**src/design/sixteen_bit_load_pkg.sv**
```systemverilog
// Constants and types shared by the 16-bit load group sequencer.
// Assumes one clock, with one clock cycle standing for one T state.
package sixteen_bit_load_pkg;

  // Opcode and prefix bytes
  localparam logic [7:0] OP_PREFIX_IDX1  = 8'hdd;
  localparam logic [7:0] OP_PREFIX_IDX2  = 8'hfd;
  localparam logic [7:0] OP_PREFIX_EXT   = 8'hed;
  localparam logic [7:0] OP_IMM_INDEX    = 8'h21;
  localparam logic [7:0] OP_LOAD_PTR     = 8'h2a;
  localparam logic [7:0] OP_STORE_PTR    = 8'h22;
  localparam logic [7:0] OP_SP_FROM_PTR  = 8'hf9;
  localparam logic [7:0] MASK_PAIR_OP    = 8'hcf;
  localparam logic [7:0] OP_IMM_PAIR     = 8'h01;
  localparam logic [7:0] OP_STORE_PAIR   = 8'h43;
  localparam int         PAIR_FIELD_MSB  = 5;
  localparam int         PAIR_FIELD_LSB  = 4;

  // Register file slots
  localparam int         NUM_REGS            = 6;
  localparam logic [2:0] REG_FIRST_GENERAL   = 3'h0;
  localparam logic [2:0] REG_SECOND_GENERAL  = 3'h1;
  localparam logic [2:0] REG_POINTER         = 3'h2;
  localparam logic [2:0] REG_STACK           = 3'h3;
  localparam logic [2:0] REG_INDEX_FIRST     = 3'h4;
  localparam logic [2:0] REG_INDEX_SECOND    = 3'h5;

  // Machine cycle lengths in T states
  localparam logic [2:0] T_FETCH     = 3'h4;
  localparam logic [2:0] T_MEM       = 3'h3;
  localparam logic [2:0] T_INTERNAL  = 3'h4;
  localparam logic [2:0] T_SP_COPY   = 3'h2;

  // Whole instruction lengths in T states
  localparam int TS_IMM_PAIR   = 10;
  localparam int TS_IMM_INDEX  = 14;
  localparam int TS_LOAD_PTR   = 16;
  localparam int TS_LOAD_INDEX = 20;
  localparam int TS_STORE      = 20;
  localparam int TS_SP_COPY    = 6;

  // Reset values
  localparam logic [15:0] RESET_PC    = 16'h0000;
  localparam logic [15:0] RESET_WORD  = 16'h0000;
  localparam logic [7:0]  RESET_FLAGS = 8'h00;

  typedef enum {S_FETCH, S_FETCH2, S_INTERNAL, S_RDLO, S_RDHI, S_MEMRDLO, S_MEMRDHI,
                S_MEMWRLO, S_MEMWRHI, S_SPCOPY} cycle_t;
  typedef enum {K_NONE, K_IMM, K_LDMEM, K_STMEM, K_SPHL} kind_t;

endpackage

```
**src/design/sixteen_bit_load_group.sv**
```systemverilog
// Sequencer executing the 16-bit load group of a byte-wide processor core.
// Assumes memory answers combinationally on the same clock: read data is valid
// in the last T state of each read cycle, and a write is taken while memWrite is high.
//
// How it works
// - Pair field 00,01,10,11 selects first pair, second pair, pointer pair, stack pointer.
// - Immediate word to a pair; 10 T states as 4, 3, 3.
// - Prefix DD then 21 loads first index immediately; 14 T states as 4,4,3,3.
// - Second index immediate load takes the operand; 14 T states as 4,4,3,3.
// - Opcode 2A loads pointer pair low then high from direct address; 16 T states.
// - Second index loads low from address, high from address plus one; 20 T.
// - Opcode 22 stores pointer pair low then high at next address; 20 T states.
// - Selected pair stored low at address, high at address plus one; 20 T.
// - First index stored low at address, high at next address; 20 T states.
// - Second index stored low at address, high at following address; 20 T.
// - Opcode F9 copies pointer pair into stack pointer, pointer pair unchanged.
// - No instruction here changes the flags.
// - First operand byte after opcode is low byte, second is high byte.
`timescale 1ns/1ns
module sixteen_bit_load_group (
  input  wire logic        clock,
  input  wire logic        resetn,
  output logic      [15:0] memAddr,
  output logic             memRead,
  output logic             memWrite,
  output logic      [7:0]  memWrData,
  input  wire logic [7:0]  memRdData,
  output logic             instrDone,
  output logic      [15:0] firstGeneralPair,
  output logic      [15:0] secondGeneralPair,
  output logic      [15:0] pointerPair,
  output logic      [15:0] stackPointer,
  output logic      [15:0] indexRegisterFirst,
  output logic      [15:0] indexRegisterSecond,
  output logic      [15:0] programCounter,
  output logic      [7:0]  flags
);

  sixteen_bit_load_pkg::cycle_t state_r, stateNxt;
  sixteen_bit_load_pkg::kind_t  kind_r, kindNxt;
  logic [2:0]  tCnt_r;
  logic [15:0] pc_r, pcNxt;
  logic [15:0] addr_r, addrNxt;
  logic [7:0]  tmpLo_r, tmpLoNxt;
  logic [2:0]  sel_r, selNxt;
  logic        prefIdx_r, prefIdxNxt;
  logic        prefExt_r, prefExtNxt;
  logic [15:0] regFile [sixteen_bit_load_pkg::NUM_REGS];
  logic [7:0]  flags_r;
  logic [15:0] memAddr_r, busAddrNxt;
  logic        memRead_r, busRdNxt;
  logic        memWrite_r, busWrNxt;
  logic [7:0]  memWrData_r, busDataNxt;
  logic        regWe;
  logic [2:0]  regWeIdx;
  logic [15:0] regWeData;
  logic [2:0]  cycLen;
  logic        cycEnd;
  logic [1:0]  pairField;
  logic [15:0] operandWord;
  logic [15:0] srcWord;
  logic [15:0] srcWordNxt;
  logic        memOperandNxt;

  function automatic logic [2:0] pairIndex(input logic [1:0] field);
    case (field)
      2'h0:    pairIndex = sixteen_bit_load_pkg::REG_FIRST_GENERAL;
      2'h1:    pairIndex = sixteen_bit_load_pkg::REG_SECOND_GENERAL;
      2'h2:    pairIndex = sixteen_bit_load_pkg::REG_POINTER;
      default: pairIndex = sixteen_bit_load_pkg::REG_STACK;
    endcase
  endfunction

  function automatic logic [2:0] cycleLen(input sixteen_bit_load_pkg::cycle_t st);
    case (st)
      sixteen_bit_load_pkg::S_FETCH,
      sixteen_bit_load_pkg::S_FETCH2:   cycleLen = sixteen_bit_load_pkg::T_FETCH;
      sixteen_bit_load_pkg::S_INTERNAL: cycleLen = sixteen_bit_load_pkg::T_INTERNAL;
      sixteen_bit_load_pkg::S_SPCOPY:   cycleLen = sixteen_bit_load_pkg::T_SP_COPY;
      default:                          cycleLen = sixteen_bit_load_pkg::T_MEM;
    endcase
  endfunction

  assign cycLen      = cycleLen(state_r);
  assign cycEnd      = (tCnt_r == cycLen - 3'h1);
  assign pairField   = memRdData[sixteen_bit_load_pkg::PAIR_FIELD_MSB:sixteen_bit_load_pkg::PAIR_FIELD_LSB];
  assign operandWord = {memRdData, tmpLo_r};
  assign srcWord     = regFile[sel_r];
  assign srcWordNxt  = regFile[selNxt];
  assign instrDone   = cycEnd && (stateNxt == sixteen_bit_load_pkg::S_FETCH);

  always_comb begin
    stateNxt   = state_r;
    kindNxt    = kind_r;
    pcNxt      = pc_r;
    addrNxt    = addr_r;
    tmpLoNxt   = tmpLo_r;
    selNxt     = sel_r;
    prefIdxNxt = prefIdx_r;
    prefExtNxt = prefExt_r;
    regWe      = 1'b0;
    regWeIdx   = sel_r;
    regWeData  = operandWord;
    if (cycEnd) begin
      case (state_r)
        sixteen_bit_load_pkg::S_FETCH: begin
          pcNxt      = pc_r + 16'h1;
          kindNxt    = sixteen_bit_load_pkg::K_NONE;
          prefIdxNxt = 1'b0;
          prefExtNxt = 1'b0;
          stateNxt   = sixteen_bit_load_pkg::S_FETCH;
          if (memRdData == sixteen_bit_load_pkg::OP_PREFIX_IDX1 ||
              memRdData == sixteen_bit_load_pkg::OP_PREFIX_IDX2) begin
            prefIdxNxt = 1'b1;
            selNxt     = (memRdData == sixteen_bit_load_pkg::OP_PREFIX_IDX2) ?
                         sixteen_bit_load_pkg::REG_INDEX_SECOND :
                         sixteen_bit_load_pkg::REG_INDEX_FIRST;
            stateNxt   = sixteen_bit_load_pkg::S_FETCH2;
          end else if (memRdData == sixteen_bit_load_pkg::OP_PREFIX_EXT) begin
            prefExtNxt = 1'b1;
            stateNxt   = sixteen_bit_load_pkg::S_FETCH2;
          end else if ((memRdData & sixteen_bit_load_pkg::MASK_PAIR_OP) == sixteen_bit_load_pkg::OP_IMM_PAIR) begin
            kindNxt  = sixteen_bit_load_pkg::K_IMM;
            selNxt   = pairIndex(pairField);
            stateNxt = sixteen_bit_load_pkg::S_RDLO;
          end else if (memRdData == sixteen_bit_load_pkg::OP_LOAD_PTR) begin
            kindNxt  = sixteen_bit_load_pkg::K_LDMEM;
            selNxt   = sixteen_bit_load_pkg::REG_POINTER;
            stateNxt = sixteen_bit_load_pkg::S_RDLO;
          end else if (memRdData == sixteen_bit_load_pkg::OP_STORE_PTR) begin
            kindNxt  = sixteen_bit_load_pkg::K_STMEM;
            selNxt   = sixteen_bit_load_pkg::REG_POINTER;
            stateNxt = sixteen_bit_load_pkg::S_INTERNAL;
          end else if (memRdData == sixteen_bit_load_pkg::OP_SP_FROM_PTR) begin
            kindNxt  = sixteen_bit_load_pkg::K_SPHL;
            stateNxt = sixteen_bit_load_pkg::S_SPCOPY;
          end
        end
        sixteen_bit_load_pkg::S_FETCH2: begin
          // Unknown second bytes retire as no-operation so the stream keeps moving
          pcNxt    = pc_r + 16'h1;
          stateNxt = sixteen_bit_load_pkg::S_RDLO;
          if (prefIdx_r && memRdData == sixteen_bit_load_pkg::OP_IMM_INDEX) begin
            kindNxt = sixteen_bit_load_pkg::K_IMM;
          end else if (prefIdx_r && memRdData == sixteen_bit_load_pkg::OP_LOAD_PTR) begin
            kindNxt = sixteen_bit_load_pkg::K_LDMEM;
          end else if (prefIdx_r && memRdData == sixteen_bit_load_pkg::OP_STORE_PTR) begin
            kindNxt = sixteen_bit_load_pkg::K_STMEM;
          end else if (prefExt_r &&
                       (memRdData & sixteen_bit_load_pkg::MASK_PAIR_OP) == sixteen_bit_load_pkg::OP_STORE_PAIR) begin
            kindNxt = sixteen_bit_load_pkg::K_STMEM;
            selNxt  = pairIndex(pairField);
          end else begin
            stateNxt = sixteen_bit_load_pkg::S_FETCH;
          end
        end
        sixteen_bit_load_pkg::S_INTERNAL: begin
          stateNxt = sixteen_bit_load_pkg::S_RDLO;
        end
        sixteen_bit_load_pkg::S_RDLO: begin
          tmpLoNxt = memRdData;
          pcNxt    = pc_r + 16'h1;
          stateNxt = sixteen_bit_load_pkg::S_RDHI;
        end
        sixteen_bit_load_pkg::S_RDHI: begin
          pcNxt = pc_r + 16'h1;
          if (kind_r == sixteen_bit_load_pkg::K_IMM) begin
            regWe    = 1'b1;
            stateNxt = sixteen_bit_load_pkg::S_FETCH;
          end else begin
            addrNxt  = operandWord;
            stateNxt = (kind_r == sixteen_bit_load_pkg::K_LDMEM) ?
                       sixteen_bit_load_pkg::S_MEMRDLO : sixteen_bit_load_pkg::S_MEMWRLO;
          end
        end
        sixteen_bit_load_pkg::S_MEMRDLO: begin
          tmpLoNxt = memRdData;
          addrNxt  = addr_r + 16'h1;
          stateNxt = sixteen_bit_load_pkg::S_MEMRDHI;
        end
        sixteen_bit_load_pkg::S_MEMRDHI: begin
          regWe    = 1'b1;
          stateNxt = sixteen_bit_load_pkg::S_FETCH;
        end
        sixteen_bit_load_pkg::S_MEMWRLO: begin
          addrNxt  = addr_r + 16'h1;
          stateNxt = sixteen_bit_load_pkg::S_MEMWRHI;
        end
        sixteen_bit_load_pkg::S_MEMWRHI: begin
          stateNxt = sixteen_bit_load_pkg::S_FETCH;
        end
        sixteen_bit_load_pkg::S_SPCOPY: begin
          regWe     = 1'b1;
          regWeIdx  = sixteen_bit_load_pkg::REG_STACK;
          regWeData = regFile[sixteen_bit_load_pkg::REG_POINTER];
          stateNxt  = sixteen_bit_load_pkg::S_FETCH;
        end
        default: begin
          stateNxt = sixteen_bit_load_pkg::S_FETCH;
        end
      endcase
    end
  end

  // Bus outputs are set up one edge ahead so that they come straight from flops
  assign memOperandNxt = (stateNxt == sixteen_bit_load_pkg::S_MEMRDLO) || (stateNxt == sixteen_bit_load_pkg::S_MEMRDHI) ||
                         (stateNxt == sixteen_bit_load_pkg::S_MEMWRLO) || (stateNxt == sixteen_bit_load_pkg::S_MEMWRHI);
  assign busWrNxt      = cycEnd ? ((stateNxt == sixteen_bit_load_pkg::S_MEMWRLO) ||
                                   (stateNxt == sixteen_bit_load_pkg::S_MEMWRHI)) : memWrite_r;
  assign busRdNxt      = cycEnd ? (memOperandNxt ? !busWrNxt :
                                   (stateNxt != sixteen_bit_load_pkg::S_INTERNAL &&
                                    stateNxt != sixteen_bit_load_pkg::S_SPCOPY)) : memRead_r;
  assign busAddrNxt    = cycEnd ? (memOperandNxt ? addrNxt : pcNxt) : memAddr_r;
  assign busDataNxt    = cycEnd ? ((stateNxt == sixteen_bit_load_pkg::S_MEMWRHI) ?
                                   srcWordNxt[15:8] : srcWordNxt[7:0]) : memWrData_r;

  always_ff @(posedge clock or negedge resetn) begin
    if (!resetn) begin
      state_r   <= sixteen_bit_load_pkg::S_FETCH;
      kind_r    <= sixteen_bit_load_pkg::K_NONE;
      tCnt_r    <= 3'h0;
      pc_r      <= sixteen_bit_load_pkg::RESET_PC;
      addr_r    <= sixteen_bit_load_pkg::RESET_WORD;
      tmpLo_r   <= 8'h00;
      sel_r     <= sixteen_bit_load_pkg::REG_FIRST_GENERAL;
      prefIdx_r <= 1'b0;
      prefExt_r <= 1'b0;
    end else begin
      state_r   <= stateNxt;
      kind_r    <= kindNxt;
      tCnt_r    <= cycEnd ? 3'h0 : tCnt_r + 3'h1;
      pc_r      <= pcNxt;
      addr_r    <= addrNxt;
      tmpLo_r   <= tmpLoNxt;
      sel_r     <= selNxt;
      prefIdx_r <= prefIdxNxt;
      prefExt_r <= prefExtNxt;
    end
  end

  always_ff @(posedge clock or negedge resetn) begin
    if (!resetn) begin
      memAddr_r   <= sixteen_bit_load_pkg::RESET_PC;
      memRead_r   <= 1'b1;
      memWrite_r  <= 1'b0;
      memWrData_r <= 8'h00;
    end else begin
      memAddr_r   <= busAddrNxt;
      memRead_r   <= busRdNxt;
      memWrite_r  <= busWrNxt;
      memWrData_r <= busDataNxt;
    end
  end

  always_ff @(posedge clock or negedge resetn) begin
    if (!resetn) begin
      for (int i = 0; i < sixteen_bit_load_pkg::NUM_REGS; i++) begin
        regFile[i] <= sixteen_bit_load_pkg::RESET_WORD;
      end
    end else if (regWe) begin
      regFile[regWeIdx] <= regWeData;
    end
  end

  // Flags have no write path in this group at all
  always_ff @(posedge clock or negedge resetn) begin
    if (!resetn) begin
      flags_r <= sixteen_bit_load_pkg::RESET_FLAGS;
    end else begin
      flags_r <= flags_r;
    end
  end

  assign memAddr             = memAddr_r;
  assign memRead             = memRead_r;
  assign memWrite            = memWrite_r;
  assign memWrData           = memWrData_r;
  assign firstGeneralPair    = regFile[sixteen_bit_load_pkg::REG_FIRST_GENERAL];
  assign secondGeneralPair   = regFile[sixteen_bit_load_pkg::REG_SECOND_GENERAL];
  assign pointerPair         = regFile[sixteen_bit_load_pkg::REG_POINTER];
  assign stackPointer        = regFile[sixteen_bit_load_pkg::REG_STACK];
  assign indexRegisterFirst  = regFile[sixteen_bit_load_pkg::REG_INDEX_FIRST];
  assign indexRegisterSecond = regFile[sixteen_bit_load_pkg::REG_INDEX_SECOND];
  assign programCounter      = pc_r;
  assign flags               = flags_r;

  // Checking helpers: T states since the instruction began
  logic [4:0] tSince_r;
  logic       opDone;
  // An unprefixed no-op retires in its fetch while kind_r still names the instruction before it
  assign opDone = instrDone && (state_r != sixteen_bit_load_pkg::S_FETCH);
  always_ff @(posedge clock or negedge resetn) begin
    if (!resetn) begin
      tSince_r <= 5'h00;
    end else begin
      tSince_r <= instrDone ? 5'h00 : tSince_r + 5'h01;
    end
  end
endmodule // sixteen_bit_load_group

```
**config.mk**
```make
export PLATFORM = sky130hd
export DESIGN_NAME = sixteen_bit_load_group
export DESIGN_NICKNAME = d
export VERILOG_FILES = /design/src/design/sixteen_bit_load_pkg.sv /design/src/design/sixteen_bit_load_group.sv
export SDC_FILE = /design/constraint.sdc
export NUM_CORES = 1
export LEC_CHECK = 0
export ABC_AREA = 1
export ABC_CLOCK_PERIOD_IN_PS = 2940
export BUFFER_PORTS_ARGS = -buffer_cell sky130_fd_sc_hd__buf_4
export CAP_MARGIN = 15
export CORE_UTILIZATION = 45
export CTS_CLUSTER_SIZE = 24
export DETAILED_ROUTE_END_ITERATION = 6
export GPL_TIMING_DRIVEN = 0
export PLACE_DENSITY = 0.73
export SLEW_MARGIN = 20
export SYNTH_ARGS = -nofsm -noshare
export SYNTH_HDL_FRONTEND = slang
export SYNTH_SLANG_ARGS = --single-unit
```
**constraint.sdc**
```tcl
create_clock -name clock -period 2.94 [get_ports clock]
set_clock_uncertainty 0.15 [all_clocks]
set_input_delay 0.294 -clock clock [delete_from_list [all_inputs] [get_ports clock]]
set_output_delay 0.294 -clock clock [all_outputs]
set_load 0.03 [all_outputs]
```
After elaboration in Yosys (flattened, before gate mapping)
Index checks and enable logic that the tools add are counted.

word-level totals
  register bits after elaboration = 234
  output and inout bits = 147
  logic and storage cells = 147

operators by class
  add/subtract/negate cells = 4
  magnitude comparators = 3
  eq/ne operators = 29
  mux-type cells = 65
  bitwise logic cells = 2
  reduce and logical (&&, ||, !) cells = 25

operators with widths
  operator               count
  $pmux 32 s7            1
  $eq 32x3->1 const B    5
  $mux 16                10
  $mux 32                5
  $eq 32x4->1 const B    4
  $bwmux 96              1
  $eq 32x2->1 const B    3
  $logic_not 32->1       2
  $pmux 32 s2            1
  $mux 3                 20
  $bmux 16 s3            1
  $demux 16 s3           1
  $add 16x1->16 const B  2
  $eq 32x1->1 const B    1
  $eq 32x5->1 const B    1
  $eq 8x8->1 const B     4
  $ne 32x3->1 const B    1
  $ne 32x5->1 const B    1
  $pmux 16 s2            1
  $eq 8x6->1 const B     3
  $mux 4                 6
  $pmux 3 s2             2
  $mux 2                 5
  $ge 4x4->1 const B     2
  24 further kinds       45

Depth between registers and ports, before layout
  word-level depth = 14
  mapped depth = 23
  mapped depth without buffers = 23

Worst setup path after synthesis
No wires, ideal clock.

  kind = flip-flop to flip-flop
  from = reg state_r[6]
  to = reg memAddr_r[13], in the netlist memAddr[13]
  setup time = 0.117 ns
  data arrival time = 2.372 ns
  data required time = 2.673 ns
  path slack = 0.301 ns
  cell stages (with the launch flop) = 21
  cell sequence = dfrtp_1 nor2_1 nand2_2 inv_2 nand2_2 nor2_4 nand2_4 nand2_2 nand2_2 nor2_4 nand3_4 buf_6 o41ai_1 nand2_1 nor2_1 nand2_1 clkinv_2 buf_4 nand3_1 nand3_1 nand2_1

between the ends
  longest elaborated chain between the ends = 11

ends and longest elaborated chain
  what                                       line                                                         text
  from (decl)                                sixteen_bit_load_group.sv:39                                 sixteen_bit_load_pkg::cycle_t state_r, stateNxt;
  from (signal assigned)                     sixteen_bit_load_group.sv:219                                state_r <= sixteen_bit_load_pkg::S_FETCH;
  from (signal assigned)                     sixteen_bit_load_group.sv:229                                state_r <= stateNxt;
  $eq 32x1->1, or another cell as far along  sixteen_bit_load_group.sv:75, sixteen_bit_load_group.sv:105
  $reduce_or 3->1 (no line)                  n/a
  $pmux 3 s2                                 sixteen_bit_load_group.sv:75                                 case (st)
  $sub 3x1->3                                sixteen_bit_load_group.sv:85                                 assign cycEnd = (tCnt_r == cycLen - 3'h1);
  $eq 3x3->1                                 sixteen_bit_load_group.sv:85
  $mux 32                                    sixteen_bit_load_group.sv:104                                if (cycEnd) begin
  $eq 32x4->1                                sixteen_bit_load_group.sv:206                                assign memOperandNxt = (stateNxt == sixteen_bit_load_pkg::S_MEMRDLO) || (stateNxt == sixteen_bit_load_pkg::S_M ...
  $logic_or 1x1->1 (2 in a row)              sixteen_bit_load_group.sv:206
  $logic_or 1x1->1                           sixteen_bit_load_group.sv:207                                (stateNxt == sixteen_bit_load_pkg::S_MEMWRLO) || (stateNxt == sixteen_bit_load_pkg::S_MEMWRHI);
  $mux 16                                    sixteen_bit_load_group.sv:213                                assign busAddrNxt = cycEnd ? (memOperandNxt ? addrNxt : pcNxt) : memAddr_r;
  to (signal assigned)                       sixteen_bit_load_group.sv:243                                memAddr_r <= sixteen_bit_load_pkg::RESET_PC;
  to (signal assigned)                       sixteen_bit_load_group.sv:248                                memAddr_r <= busAddrNxt;
  to (decl)                                  sixteen_bit_load_group.sv:50                                 logic [15:0] memAddr_r, busAddrNxt;

Several ways; a longest one is shown, not always the timed one.
A chain may end at the register's enable or synchronous reset.

Final worst setup path
  from = reg state_r[20]
  to = out instrDone

between the ends
  longest elaborated chain between the ends = 8

ends and longest elaborated chain
  what                                       line                                                         text
  $eq 32x1->1, or another cell as far along  sixteen_bit_load_group.sv:75, sixteen_bit_load_group.sv:105
  $reduce_or 3->1 (no line)                  n/a
  $pmux 3 s2                                 sixteen_bit_load_group.sv:75
  $sub 3x1->3                                sixteen_bit_load_group.sv:85
  $eq 3x3->1                                 sixteen_bit_load_group.sv:85
  $mux 32                                    sixteen_bit_load_group.sv:104
  $logic_not 32->1                           sixteen_bit_load_group.sv:90                                 assign instrDone = cycEnd && (stateNxt == sixteen_bit_load_pkg::S_FETCH);
  $logic_and 1x1->1 (*)                      sixteen_bit_load_group.sv:90
  to (decl)                                  sixteen_bit_load_group.sv:28                                 output logic instrDone,

Mark *: on every way between the ends. The rest lies on a longest branch, timed or not.

==> out/summary.txt <==
status: complete, but fails checks
violated checks: setup timing
global-route wire length before repair: 57400 um
final hold viol count: 0
root buffer cell: sky130_fd_sc_hd__clkbuf_16
largest vdd supply drop: 0.717 mV
flop and latch count out of synthesis: 205
Most flops, register: state_r
number of clock sinks: 205
crit path time final: 3.20 ns
via count of the first global-routing pass: 10713
pin count of the biggest net entering global routing: 90
global route overflow: 0
gr usage total: 0.286
total DRC errors in the routed layout: 0
fin. max-slew vios: 0
Detailed Routing Iterations Pass 1: 6
level count of the clock H-tree: 1
worst slew pin tran: 0.622 ns
Critical Path Sink Type: output pin
max capacitance violation total: 0
Worst Hold Class: in -> reg
largest buffer count on any clock path: 3
Fillers: 1924
io pins: 157
Die W: 160 um
synthesis warning total: 0
most area-hungry cell type in the Yosys netlist: sky130_fd_sc_hd__dfrtp_1
kind of critical path: reg -> out
Tcrit/Tclk final: 1.09
Reg clk slew, reported paths: 0.06 ns
routability cong.: 0.969
total via count in the routed design: 11826
remaining antenna violation count: 0
Max Fclk: 313 MHz
fraction of synthesized cell area taken by the top area cell type: 0.456
initial standard-cell utilization of the core: 0.459
CTS tree: yes
crit start category: flip-flop
setup repair after global routing missed its margin: true
setup-violating endpoint count in the final report: 121
Die Outline Area: 0.0255 sq mm
Hold Slack: 0.0795 ns
worst path arrival time: 2.75 ns
clock latency on the worst-skew pair: 0.53 ns
synthesis-to-layout area growth: 44.7%
Lkg Pwr: 8.59 nW
total length of routed wires: 40700 um
Final nets: 1862
Die Y: 160 um
Post-Synthesis Cells: 1550
Via density: 5.40
number of diodes added for antenna fixing: 0
post-synthesis sequential area ratio: 0.458
relative slew slack: 0.582
max reg flops: 32
Mapped Area: 0.0112 sq mm
crit-path max FO: 7
routed wirelength normalized by instance count: 18.6 um
top cells by area in the synthesized netlist: sky130_fd_sc_hd__dfrtp_1 46%, sky130_fd_sc_hd__nand2_1 17%, sky130_fd_sc_hd__inv_1 7.9%, sky130_fd_sc_hd__nand3_1 7.3%, sky130_fd_sc_hd__o21ai_0 4.4%
number of design-rule violations left by the first detailed-router iteration: 1037
post-layout worst setup margin: -0.258 ns
total clock buffers created by CTS: 23
total core area: 0.0244 sq mm
Crit path required time: 2.50 ns
HPWL reported at the end of detailed placement: 26500 um
synth unique cells: 40
synthesized area per cell: 7.23 sq um
number of port buffers: 147
total number of placement rows: 57
share of final-layout standard cells stronger than drive strength 1: 0.347
pre-CTS setup slack: -0.486 ns
power density cells: 1130 mW/mm^2
antenna violations before repair: 0
==> cells by family (layout without fill, tap and decap cells) <==
kind of cell	Yosys count	in the layout	synth area share
simple gates	810	810	0.312
buf+inv	313	622	0.114
flops	205	205	0.458
compound gates	194	194	0.0931
xor+xnor	24	24	0.0188
fa+ha+maj	3	3	0.00335
other cells	1	8	0.000335
==> Yosys cell counts, drive strengths merged <==
master and count:
ha 3, conb 1, inv 245, o31ai 1
xnor2 1, a31oi 4, nor2 82, o41ai 5
nand2 518, buf 43, dfrtp 204, o21ai 151
nor3 17, xor2 23, nor4 4, dfstp 1
a21o 1, nand3 166, clkbuf 24, o211ai 2
a21oi 11, o22ai 19, clkinv 1, nand4 23
==> worst max-delay path, stage by stage (launching register included) <==
cell and delay, ns:
sky130_fd_sc_hd__dfrtp_1 0.40, sky130_fd_sc_hd__nor2_1 0.13, sky130_fd_sc_hd__nand2_1 0.08, sky130_fd_sc_hd__nor2_2 0.13
sky130_fd_sc_hd__nand2_4 0.14, sky130_fd_sc_hd__inv_4 0.10, sky130_fd_sc_hd__nand2_4 0.07, sky130_fd_sc_hd__nand2_2 0.07
sky130_fd_sc_hd__nand2_2 0.07, sky130_fd_sc_hd__nor2_4 0.14, sky130_fd_sc_hd__nand3_4 0.13, sky130_fd_sc_hd__buf_6 0.14
sky130_fd_sc_hd__buf_8 0.11, sky130_fd_sc_hd__o21ai_4 0.13, sky130_fd_sc_hd__nand3_2 0.13, sky130_fd_sc_hd__nor2_4 0.11
sky130_fd_sc_hd__buf_6 0.13
==> cells in the final DEF, fill, tap and decap left out, types with 16 or more instances in the layout <==
cell                        instances
sky130_fd_sc_hd__nand3_2           28
sky130_fd_sc_hd__nand4_1           22
sky130_fd_sc_hd__xor2_1            23
sky130_fd_sc_hd__buf_4            226
sky130_fd_sc_hd__nand2_2           82
sky130_fd_sc_hd__buf_8             16
sky130_fd_sc_hd__o21ai_2           61
sky130_fd_sc_hd__nor2_4            19
sky130_fd_sc_hd__o22ai_1           19
sky130_fd_sc_hd__o21ai_1           48
sky130_fd_sc_hd__nand3_1          134
sky130_fd_sc_hd__nand2_4           32
sky130_fd_sc_hd__dfrtp_1          201
sky130_fd_sc_hd__o21ai_0           35
sky130_fd_sc_hd__nor2_1            55
sky130_fd_sc_hd__clkbuf_16         32
sky130_fd_sc_hd__nand2_1          401
sky130_fd_sc_hd__inv_4             17
sky130_fd_sc_hd__inv_1            215
sky130_fd_sc_hd__buf_6             45
==> layout make-up <==
| type | instances | area (sq um) | share of cell area |
|---|---|---|---|
| clock inverter | 10 | 134 | 0.00825 |
| sequential | 205 | 5130 | 0.317 |
| clock buffer | 32 | 649 | 0.0400 |
| timing repair buffer | 267 | 2390 | 0.148 |
| multi-input combinational | 1039 | 5880 | 0.363 |
| buffer | 67 | 628 | 0.0387 |
| tap | 324 | 405 | 0.0250 |
| inverter | 246 | 992 | 0.0612 |
==> per-stage QoR <==
stage          utilization  setup TNS (ns)  power (W)  cells  area [sq um]
6_report             0.665          -16.25     0.0184   2190         16200
5_1_grt              0.665          -28.18     0.0194   2190         16200
4_1_cts              0.589           -1.68     0.0167   2129         14400
3_5_place_dp         0.525          -39.09     0.0126   2030         12800
3_3_place_gp         0.522          -41.31     0.0124   2028         12700
2_1_floorplan            -               0    0.00966   1557         11200
==> where the power goes <==
group          switching, W  internal (W)
logic               0.00678       0.00405
registers          0.000920       0.00363
clock network       0.00121       0.00181
==> routing by layer <==
layer,GRT usage,routed length [um],up-vias
met5,0,0,-
met4,0.123,2450,0
met2,0.459,19100,589
li1,-,-,5493
met1,0.385,16000,5589
met3,0.0447,3150,155
==> timing repair <==
| item | 4_1_cts | 5_1_grt |
|---|---|---|
| hold buffers | 3 | 0 |
| endpoints found under the setup margin | 151 | 158 |
| pin swaps | 35 | 78 |
| cloned | 3 | 16 |
| resized for setup | 98 | 455 |
| setup buffers | 51 | 46 |
| endpoints found under the hold margin | 207 | 0 |
==> final timing paths <==
path / startpoint / end / slack (ns) / depth (start not counted)
max: state_r[20] / instrDone / -0.26 / 16
min: memRdData[2] / kind_r[2] / 0.08 / 4
max reg2reg: state_r[20] / indexRegisterSecond[3] / -0.23 / 19
min reg2reg: memAddr[8] / memAddr[8] / 0.33 / 2
max in group asynchronous: resetn / memWrData[7] / 1.75 / 3
min in group asynchronous: resetn / state_r[17] / 0.09 / 2
(Power assumes the default switching activity.)
